<file path="src/shared/port_pkg.sv">
`default_nettype none
package port_pkg;

  // ****************************************************************
  // Sizes
  // ****************************************************************
  localparam int PIN_N      = 8;
  localparam int AXI_ADDR_W = 18;

  // ****************************************************************
  // Register indices; the byte address is four times the index
  // ****************************************************************
  localparam logic [15:0] IDX_PIN_DATA     = 16'hf278;
  localparam logic [15:0] IDX_PIN_DIR      = 16'hf279;
  localparam logic [15:0] IDX_DRIVE_LO     = 16'hf27a;
  localparam logic [15:0] IDX_DRIVE_HI     = 16'hf27b;
  localparam logic [15:0] IDX_FUNC_LO      = 16'hf27c;
  localparam logic [15:0] IDX_FUNC_HI      = 16'hf27d;
  localparam int          IDX_LSB          = 2;

  // ****************************************************************
  // Reset values and field layouts
  // ****************************************************************
  localparam logic [7:0]  RST_BYTE         = 8'h00;
  localparam logic [7:0]  FUNC_WR_MASK     = 8'h0f;
  localparam logic [1:0]  RESP_OKAY        = 2'h0;
  localparam logic [1:0]  RESP_SLVERR      = 2'h2;

  // ****************************************************************
  // Codes
  // ****************************************************************
  localparam logic        DIR_OUT          = 1'b0;
  localparam logic        DIR_IN           = 1'b1;
  localparam logic [1:0]  DRV_HIZ          = 2'h0;
  localparam logic [1:0]  DRV_PCH          = 2'h1;
  localparam logic [1:0]  DRV_NCH          = 2'h2;
  localparam logic [1:0]  DRV_CMOS         = 2'h3;
  localparam logic [1:0]  IN_PULL_DOWN     = 2'h1;
  localparam logic [1:0]  IN_PULL_UP       = 2'h2;
  localparam logic [1:0]  FUNC_GPIO        = 2'h0;

  // One nibble per pin, pin 0 lowest; bit c set means function code c is prohibited.
  localparam logic [PIN_N*4-1:0] FUNC_BANNED = 32'h422208aa;

  // ****************************************************************
  // Carriers
  // ****************************************************************
  typedef struct packed {
    logic       dir;
    logic [1:0] drive;
    logic [1:0] func;
    logic [3:0] banned;
    logic       data;
    logic       alt;
  } pin_cfg_s;

  typedef struct packed {
    logic oe_n;
    logic hi_drv;
    logic lo_drv;
    logic pu_en;
    logic pd_en;
    logic level;
  } pad_bit_s;

endpackage
`default_nettype wire

</file>
<file path="src/logic/level_sync.sv">
`timescale 1ns/10ps
`default_nettype none
module level_sync #(
  parameter int W = 1
) (
  input  wire logic         clk_i,
  input  wire logic         rst_n_i,
  input  wire logic [W-1:0] d_i,
  output logic      [W-1:0] q_o
);

  typedef struct packed {
    logic [W-1:0] meta;
    logic [W-1:0] stable;
  } sync_s;

  sync_s state_reg;
  sync_s state_next;

  // The first stage feeds only the second stage.
  always_comb begin
    state_next        = state_reg;
    state_next.meta   = d_i;
    state_next.stable = state_reg.meta;
  end

  always_ff @(posedge clk_i or negedge rst_n_i) begin
    if (!rst_n_i) begin
      state_reg <= '0;
    end else begin
      state_reg <= state_next;
    end
  end

  assign q_o = state_reg.stable;

endmodule // level_sync
`default_nettype wire

</file>
<file path="src/logic/pin_pad_decode.sv">
`timescale 1ns/10ps
`default_nettype none
module pin_pad_decode (
  input  wire port_pkg::pin_cfg_s cfg_i,
  output port_pkg::pad_bit_s      pad_o
);

  logic drive_data;
  logic banned;
  logic alt_sel;

  always_comb begin
    pad_o      = '0;
    banned     = cfg_i.banned[cfg_i.func];
    alt_sel    = (cfg_i.func != port_pkg::FUNC_GPIO);
    // A prohibited function forces a low data bit: P-channel then stays released, N-channel and CMOS pull low.
    drive_data = banned ? 1'b0 : (alt_sel ? cfg_i.alt : cfg_i.data);
    if (cfg_i.dir == port_pkg::DIR_OUT) begin
      case (cfg_i.drive)
        port_pkg::DRV_HIZ: begin
          pad_o.hi_drv = 1'b0;
        end
        port_pkg::DRV_PCH: begin
          pad_o.hi_drv = drive_data;
        end
        port_pkg::DRV_NCH: begin
          pad_o.lo_drv = ~drive_data;
        end
        port_pkg::DRV_CMOS: begin
          pad_o.hi_drv = drive_data;
          pad_o.lo_drv = ~drive_data;
        end
        default: begin
          pad_o.hi_drv = 1'b0;
        end
      endcase
    end else begin
      case (cfg_i.drive)
        port_pkg::IN_PULL_DOWN: begin
          pad_o.pd_en = 1'b1;
        end
        port_pkg::IN_PULL_UP: begin
          pad_o.pu_en = 1'b1;
        end
        default: begin
          pad_o.pu_en = 1'b0;
        end
      endcase
    end
    pad_o.oe_n  = ~(pad_o.hi_drv | pad_o.lo_drv);
    pad_o.level = pad_o.hi_drv;
  end

endmodule // pin_pad_decode
`default_nettype wire

</file>
<file path="src/logic/port_pad_mode_control.sv">
// Notes on behaviour
// - Output mode, code 00: driver off; this is the reset state.
// - Output mode, code 01: drive high on data 1, release on data 0.
// - Output mode, code 10: drive low on data 0, release on data 1.
// - Output mode, code 11: push-pull drive following the data bit.
// - Input mode, code 00 or 11: no pulls, driver off.
// - Input mode, code 01: pull-down on, pull-up off, driver off.
// - Input mode, code 10: pull-up on, pull-down off, driver off.
// - Direction 0 decodes the output table, direction 1 the input table.
// - Pin n code bit 0 lives in low config bit n, bit 1 in high.
// - Low config and low function registers take 8 and 16-bit access, reset 00.
// - High config register is read/write, byte access only, resets to 00.
// - High function register is byte access only, resets to zero.
// - Pin n function code is high and low function bit n.
// - Function code 00 selects general-purpose I/O; reset selection.
// - Prohibited function in output mode ignores data: hi-z or held low.
// - Output mode drives the data bit under function 00, the alternate output under other functions; input mode reads return pin levels.
`timescale 1ns/10ps
`default_nettype none
module port_pad_mode_control (
  input  wire logic                              CLK_I,
  input  wire logic                              NRST_I,
  input  wire logic [port_pkg::AXI_ADDR_W-1:0]   S_AXI_AWADDR_I,
  input  wire logic                              S_AXI_AWVALID_I,
  output logic                                   S_AXI_AWREADY_O,
  input  wire logic [31:0]                       S_AXI_WDATA_I,
  input  wire logic [3:0]                        S_AXI_WSTRB_I,
  input  wire logic                              S_AXI_WVALID_I,
  output logic                                   S_AXI_WREADY_O,
  output logic [1:0]                             S_AXI_BRESP_O,
  output logic                                   S_AXI_BVALID_O,
  input  wire logic                              S_AXI_BREADY_I,
  input  wire logic [port_pkg::AXI_ADDR_W-1:0]   S_AXI_ARADDR_I,
  input  wire logic                              S_AXI_ARVALID_I,
  output logic                                   S_AXI_ARREADY_O,
  output logic [31:0]                            S_AXI_RDATA_O,
  output logic [1:0]                             S_AXI_RRESP_O,
  output logic                                   S_AXI_RVALID_O,
  input  wire logic                              S_AXI_RREADY_I,
  input  wire logic [port_pkg::PIN_N-1:0]        PAD_IN_I,
  input  wire logic [port_pkg::PIN_N-1:0]        ALT_OUT_I,
  output port_pkg::pad_bit_s [port_pkg::PIN_N-1:0] PAD_O,
  output logic [port_pkg::PIN_N-1:0][1:0]        FUNC_CODE_O,
  output logic [port_pkg::PIN_N-1:0]             PIN_LEVEL_O
);

  // ****************************************************************
  // State
  // ****************************************************************
  typedef struct packed {
    logic [7:0]                      pin_data_reg;
    logic [7:0]                      pin_direction_reg;
    logic [7:0]                      pin_drive_config_lo;
    logic [7:0]                      pin_drive_config_hi;
    logic [7:0]                      pin_function_select_lo;
    logic [7:0]                      pin_function_select_hi;
    logic                            aw_held;
    logic [port_pkg::AXI_ADDR_W-1:0] aw_addr;
    logic                            w_held;
    logic [15:0]                     w_data;
    logic [1:0]                      w_strb;
    logic                            bvalid;
    logic [1:0]                      bresp;
    logic                            rvalid;
    logic [31:0]                     rdata;
    logic [1:0]                      rresp;
  } ctrl_s;

  ctrl_s                         state_reg;
  ctrl_s                         state_next;
  logic                          rst_n;
  logic [port_pkg::PIN_N-1:0]    pin_level;
  logic [port_pkg::PIN_N-1:0]    data_view;
  logic [15:0]                   w_idx;
  logic [15:0]                   r_idx;
  logic                          aw_take;
  logic                          w_take;
  logic                          ar_take;
  logic                          w_hit;
  port_pkg::pin_cfg_s [port_pkg::PIN_N-1:0] pin_cfg;

  // ****************************************************************
  // Reset release and pin sampling
  // ****************************************************************
  // Reset is applied at once but released only in step with the clock.
  level_sync #(
    .W       (1)
  ) u_reset_sync (
    .clk_i   (CLK_I),
    .rst_n_i (NRST_I),
    .d_i     (1'b1),
    .q_o     (rst_n)
  );

  // Pad levels come from outside the clock domain.
  level_sync #(
    .W       (port_pkg::PIN_N)
  ) u_pad_sync (
    .clk_i   (CLK_I),
    .rst_n_i (rst_n),
    .d_i     (PAD_IN_I),
    .q_o     (pin_level)
  );

  // Input-mode pins read their sampled level, output-mode pins the stored bit.
  assign data_view = (state_reg.pin_direction_reg & pin_level) |
                     (~state_reg.pin_direction_reg & state_reg.pin_data_reg);

  // ****************************************************************
  // Register read decode
  // ****************************************************************
  function automatic logic [34:0] read_word(input logic [15:0] idx, input ctrl_s s, input logic [7:0] pins);
    logic [34:0] r;
    r = {port_pkg::RESP_OKAY, 1'b1, 32'h00000000};
    case (idx)
      port_pkg::IDX_PIN_DATA: begin
        r[7:0] = pins;
      end
      port_pkg::IDX_PIN_DIR: begin
        r[7:0] = s.pin_direction_reg;
      end
      port_pkg::IDX_DRIVE_LO: begin
        r[15:0] = {s.pin_drive_config_hi, s.pin_drive_config_lo};
      end
      port_pkg::IDX_DRIVE_HI: begin
        r[7:0] = s.pin_drive_config_hi;
      end
      port_pkg::IDX_FUNC_LO: begin
        r[15:0] = {s.pin_function_select_hi, s.pin_function_select_lo};
      end
      port_pkg::IDX_FUNC_HI: begin
        r[7:0] = s.pin_function_select_hi;
      end
      default: begin
        r = {port_pkg::RESP_SLVERR, 1'b0, 32'h00000000};
      end
    endcase
    return r;
  endfunction

  // ****************************************************************
  // Bus handshakes
  // ****************************************************************
  // Address and data are captured separately so the master may offer them in either order.
  assign S_AXI_AWREADY_O = ~state_reg.aw_held;
  assign S_AXI_WREADY_O  = ~state_reg.w_held;
  assign S_AXI_ARREADY_O = ~state_reg.rvalid;
  assign aw_take         = S_AXI_AWVALID_I & ~state_reg.aw_held;
  assign w_take          = S_AXI_WVALID_I & ~state_reg.w_held;
  assign ar_take         = S_AXI_ARVALID_I & ~state_reg.rvalid;
  assign w_idx           = state_reg.aw_addr[port_pkg::IDX_LSB +: 16];
  assign r_idx           = S_AXI_ARADDR_I[port_pkg::IDX_LSB +: 16];

  // ****************************************************************
  // Next state
  // ****************************************************************
  always_comb begin
    logic [34:0] rd;
    state_next = state_reg;
    w_hit      = 1'b1;
    rd         = read_word(r_idx, state_reg, data_view);
    if (aw_take) begin
      state_next.aw_held = 1'b1;
      state_next.aw_addr = S_AXI_AWADDR_I;
    end
    if (w_take) begin
      state_next.w_held = 1'b1;
      state_next.w_data = S_AXI_WDATA_I[15:0];
      state_next.w_strb = S_AXI_WSTRB_I[1:0];
    end
    if (state_reg.bvalid & S_AXI_BREADY_I) begin
      state_next.bvalid = 1'b0;
    end
    // A write is committed only once the previous response has been accepted.
    if (state_reg.aw_held & state_reg.w_held & ~state_reg.bvalid) begin
      case (w_idx)
        port_pkg::IDX_PIN_DATA: begin
          if (state_reg.w_strb[0]) begin
            state_next.pin_data_reg = state_reg.w_data[7:0];
          end
        end
        port_pkg::IDX_PIN_DIR: begin
          if (state_reg.w_strb[0]) begin
            state_next.pin_direction_reg = state_reg.w_data[7:0];
          end
        end
        port_pkg::IDX_DRIVE_LO: begin
          if (state_reg.w_strb[0]) begin
            state_next.pin_drive_config_lo = state_reg.w_data[7:0];
          end
          if (state_reg.w_strb[1]) begin
            state_next.pin_drive_config_hi = state_reg.w_data[15:8];
          end
        end
        port_pkg::IDX_DRIVE_HI: begin
          // Only the low lane reaches a byte-only register.
          if (state_reg.w_strb[0]) begin
            state_next.pin_drive_config_hi = state_reg.w_data[7:0];
          end
        end
        port_pkg::IDX_FUNC_LO: begin
          if (state_reg.w_strb[0]) begin
            state_next.pin_function_select_lo = state_reg.w_data[7:0] & port_pkg::FUNC_WR_MASK;
          end
          if (state_reg.w_strb[1]) begin
            state_next.pin_function_select_hi = state_reg.w_data[15:8] & port_pkg::FUNC_WR_MASK;
          end
        end
        port_pkg::IDX_FUNC_HI: begin
          if (state_reg.w_strb[0]) begin
            state_next.pin_function_select_hi = state_reg.w_data[7:0] & port_pkg::FUNC_WR_MASK;
          end
        end
        default: begin
          w_hit = 1'b0;
        end
      endcase
      state_next.aw_held = 1'b0;
      state_next.w_held  = 1'b0;
      state_next.bvalid  = 1'b1;
      state_next.bresp   = w_hit ? port_pkg::RESP_OKAY : port_pkg::RESP_SLVERR;
    end
    if (state_reg.rvalid & S_AXI_RREADY_I) begin
      state_next.rvalid = 1'b0;
    end
    // The read word is captured at the address handshake and held until taken.
    if (ar_take) begin
      state_next.rvalid = 1'b1;
      state_next.rdata  = rd[31:0];
      state_next.rresp  = rd[34:33];
    end
  end

  always_ff @(posedge CLK_I or negedge rst_n) begin
    if (!rst_n) begin
      state_reg                        <= '0;
      state_reg.pin_data_reg           <= port_pkg::RST_BYTE;
      state_reg.pin_direction_reg      <= port_pkg::RST_BYTE;
      state_reg.pin_drive_config_lo    <= port_pkg::RST_BYTE;
      state_reg.pin_drive_config_hi    <= port_pkg::RST_BYTE;
      state_reg.pin_function_select_lo <= port_pkg::RST_BYTE;
      state_reg.pin_function_select_hi <= port_pkg::RST_BYTE;
    end else begin
      state_reg <= state_next;
    end
  end

  assign S_AXI_BVALID_O = state_reg.bvalid;
  assign S_AXI_BRESP_O  = state_reg.bresp;
  assign S_AXI_RVALID_O = state_reg.rvalid;
  assign S_AXI_RDATA_O  = state_reg.rdata;
  assign S_AXI_RRESP_O  = state_reg.rresp;
  assign PIN_LEVEL_O    = pin_level;

  // ****************************************************************
  // Per-pin pad decode
  // ****************************************************************
  // Pad controls follow the registers combinationally, so a mode change reaches the pin on the same edge that commits the write.
  for (genvar n = 0; n < port_pkg::PIN_N; n++) begin : g_pin
    always_comb begin
      pin_cfg[n].dir    = state_reg.pin_direction_reg[n];
      pin_cfg[n].drive  = {state_reg.pin_drive_config_hi[n], state_reg.pin_drive_config_lo[n]};
      pin_cfg[n].func   = {state_reg.pin_function_select_hi[n], state_reg.pin_function_select_lo[n]};
      pin_cfg[n].banned = port_pkg::FUNC_BANNED[n*4 +: 4];
      pin_cfg[n].data   = state_reg.pin_data_reg[n];
      pin_cfg[n].alt    = ALT_OUT_I[n];
    end
    assign FUNC_CODE_O[n] = pin_cfg[n].func;
    pin_pad_decode u_decode (
      .cfg_i (pin_cfg[n]),
      .pad_o (PAD_O[n])
    );
  end

endmodule // port_pad_mode_control
`default_nettype wire

</file>
<file path="config.mk">
export PLATFORM = sky130hd
export DESIGN_NAME = port_pad_mode_control
export DESIGN_NICKNAME = d
export VERILOG_FILES = /design/src/shared/port_pkg.sv /design/src/logic/level_sync.sv /design/src/logic/pin_pad_decode.sv /design/src/logic/port_pad_mode_control.sv
export SDC_FILE = /design/constraint.sdc
export NUM_CORES = 1
export LEC_CHECK = 0
export BUFFER_PORTS_ARGS = -buffer_cell sky130_fd_sc_hd__buf_2
export CAP_MARGIN = 30
export CORE_UTILIZATION = 50
export CTS_CLUSTER_SIZE = 12
export DETAILED_ROUTE_END_ITERATION = 8
export PLACE_DENSITY = 0.81
export SYNTH_ARGS = -nofsm -noshare
export SYNTH_HDL_FRONTEND = slang
export SYNTH_SLANG_ARGS = --single-unit
export TNS_END_PERCENT = 5
</file>
<file path="constraint.sdc">
create_clock -name CLK_I -period 4.5 [get_ports CLK_I]
set_clock_uncertainty 0.1 [all_clocks]
set_input_delay 0.9 -clock CLK_I [delete_from_list [all_inputs] [get_ports CLK_I]]
set_output_delay 0.9 -clock CLK_I [all_outputs]
set_load 0.01 [all_outputs]
</file>
==> run_results.csv <==
group,metric,value,unit
place,hpwlAfterDp,9216,µm
global_route,grt_pass1_wl,19750,µm
place,gp_congestion,0.7950,
sta,finalSetupViolCount,0,
logic_synthesis,ys_ff_latch,114,
drt,drtIter0Drc,208,
logic_synthesis,yosysTopAreaCellShare,50.60,%
floorplan,initial_core_util,51.56,%
drt,met3_length,824,µm
drt,antenna_left,0,
clock_tree,cts_hold_buf,0,
final_layout,fin_area,6758,µm²
power_and_ir_drop,clkPwrFrac,40.2,%
clock_tree,tritoncts,"yes",
clock_tree,ctsRootBufferMaster,"clkbuf_16",
setup_path,critPathRequiredTime,3.50,ns
clock_tree,cts_resized,0,
final_layout,area_growth_syn_to_layout,19.86,%
final_layout,largest_reg_flops,36,
floorplan,rows,38,
clock_tree,cts_buffers,17,
power_and_ir_drop,p_sw,826.6,µW
global_route,grtUsageTotal,22.86,%
hold_path,hold_path.class,"in -> async",
final_layout,drive_above_1_share,47.68,%
power_and_ir_drop,pwr-share-seq,43.9,%
flow_run,drv_cap,0,
clock_tree,cts.htree.levels,4,
drt,routed-wl-met2,6377,µm
clock_tree,cts_setup_buffers,0,
sta,rsz0062_at_grt,"false",
sta,drv_slew,0,
sta,worstMarginPinSlew,0.8531,ns
setup_path,start_kind,"input pin",
final_layout,seqCellArea,2856,µm²
logic_synthesis,synth_compound_area_share,5.570,%
clock_tree,insertion_delay,0.40,ns
logic_synthesis,syn-instance-count,466,
drt,dr.pass1.iters,4,
floorplan,die_y,108.2,µm
setup_path,crit_type,"in -> out",
global_route,first_global_vias,3836,
final_layout,mostFrequentLayoutCells,"buf_2, dfrtp_1, mux2_2, nand2_1, conb_1",
logic_synthesis,synth-adder-area-share,0,%
sta,period_needed,2.857,ns
sta,fin_crit_sh,63.49,%
setup_path,arrival,1.86,ns
power_and_ir_drop,p_leak,3.389,nW
final_layout,final_common_cell,"buf_2",
place,port_buffers,155,
drt,vias_per_cell,5.305,
global_route,grt_max_degree,69,
logic_synthesis,async_reset_ff_share,100.0,%
floorplan,dieArea,11700,µm²
global_route,grt_antenna_before_repair,1,
clock_tree,cts_sinks,114,
final_layout,num_antenna_cells,0,
setup_path,setup.worst_path.end_class,"output pin",
power_and_ir_drop,ir_worst_vdd,0.0003209,V
logic_synthesis,synth_xor_area_share,0,%
sta,final.setup.tns,0,ns
sta,hold_viol,0,
logic_synthesis,ys_seq_area_share,50.60,%
power_and_ir_drop,internal-power,2.393,mW
floorplan,num_io_pins,208,
setup_path,worstPathMaxFanout,3,
drt,vias,3947,
logic_synthesis,netlist_top_cells_area,"dfrtp_1, mux2_2, buf_4",
floorplan,core-area,10940,µm²
drt,m1WireLength,5244,µm
logic_synthesis,yosysUniqueCellTypes,49,
logic_synthesis,synth_top_family_by_area,"multiplexers",
drt,wl_per_cell,17.10,µm
power_and_ir_drop,p_sw_share,25.68,%
place,place_area,6183,µm²
power_and_ir_drop,p_per_area,476.4,nW/µm²
drt,drcViolationCount,0,
sta,slew-limit-headroom,43.13,%
power_and_ir_drop,combPwrFrac,15.9,%
clock_tree,cts.reportedPaths.clkPinSlew,0.05,ns
final_layout,multiInputGateArea,2337,µm²
global_route,globalRoute.totalOverflow,0,
clock_tree,cts_buffer_depth,2,
logic_synthesis,syn_avg_cell_area,12.10,µm²
floorplan,die_x,108.2,µm
logic_synthesis,yosysTopAreaCell,"dfrtp_1",
logic_synthesis,synth_flop_cell,"dfrtp_1",
drt,top_layer_used,"met5",
sta,fmax,0.3500,GHz
logic_synthesis,synth.area.mux_share,20.51,%
final_layout,fillers,876,
logic_synthesis,syn_area,5638,µm²
logic_synthesis,yosys_warnings,0,
final_layout,fin_nets,687,
drt,drt_wl_total,12720,µm
logic_synthesis,synth_edf_count,0,
outcome,outcome,"completed",
logic_synthesis,synth-simple-area-share,13.58,%
[worst max-delay path, cell delays in order]
cell and delay (ns):
buf_2 0.08, mux2i_1 0.08, nor4b_1 0.55, buf_2 0.24
[cells in the mapped netlist (all sizes together) (5+ instances only)]
library cell and number:
dfrtp 114, mux2 90, buf 67, nand2 36, nor2 23, mux2i 12
o21ai 12, and3b 9, nor3b 9, clkbuf 8, o31ai 8, inv 7
a21oi 6, nand3b 5, nand4b 5, o22ai 5
[cell families after synthesis]
group / count (synthesis)
AND/OR/NAND/NOR: 118
buffers and inverters: 82
other: 2
flip-flops: 114
multiplexers: 103
AO/OA/AOI/OAI: 47
[routing by layer]
| layer | global-route usage (%) | vias to the layer above |
|---|---|---|
| met5 | 0 | - |
| met3 | 6.631 | 23 |
| met2 | 37.44 | 150 |
| met4 | 9.883 | 2 |
| met1 | 28.08 | 1939 |
| li1 | - | 1833 |
[power by group through the flow]
stage                     clock network [mW]  registers (mW)  logic [mW]
after global routing                    1.37            1.44       0.558
after CTS                               1.32            1.42       0.518
final                                   1.30            1.41       0.512
after global placement                     0            1.40       0.494
after detailed placement                   0            1.43       0.513
after floorplan                            0            1.36       0.451
[path summary, 6_finish.rpt]
| check | slack, ns | endpoint | depth (start not counted) | from |
|---|---|---|---|---|
| setup / recovery | 1.64 | PAD_O[10] | 4 | ALT_OUT_I[1] |
| hold / removal | 0.17 | u_reset_sync.state_next[0]$_DFF_PN0_ | 1 | NRST_I |
| setup reg to reg | 1.93 | pin_cfg[23]$_DFFE_PN0P_ | 4 | state_reg[59]$_DFFE_PN0P_ |
| hold reg to reg | 0.24 | u_pad_sync.q_o[4]$_DFF_PN0_ | 0 | u_pad_sync.state_next[4]$_DFF_PN0_ |
| max in group asynchronous | 2.88 | pin_cfg[85]$_DFFE_PN0P_ | 1 | u_reset_sync.q_o$_DFF_PN0_ |
| min in group CLK_I | 0.24 | u_pad_sync.q_o[4]$_DFF_PN0_ | 0 | u_pad_sync.state_next[4]$_DFF_PN0_ |
[through the flow]
stage	power (mW)	hold WS [ns]	worst slack (ns)	instances	util (%)
after floorplan	1.806	0.2312	0.9890	491	-
after global placement	1.898	0.2323	1.568	712	56.50
after detailed placement	1.943	0.2347	1.621	713	56.54
after CTS	3.251	0.1563	1.620	744	61.80
after global routing	3.369	0.1583	1.570	744	61.80
final	3.219	0.1710	1.643	744	61.80
[cell type report]
class,instances,share of cell area [%]
clock buffer,26,7.388
clock inverter,5,1.111
inverter,7,0.3888
multi-input combinational,295,34.59
sequential,114,42.27
tap,140,2.592
timing repair buffer,157,11.66
(Power assumes the default switching activity.)
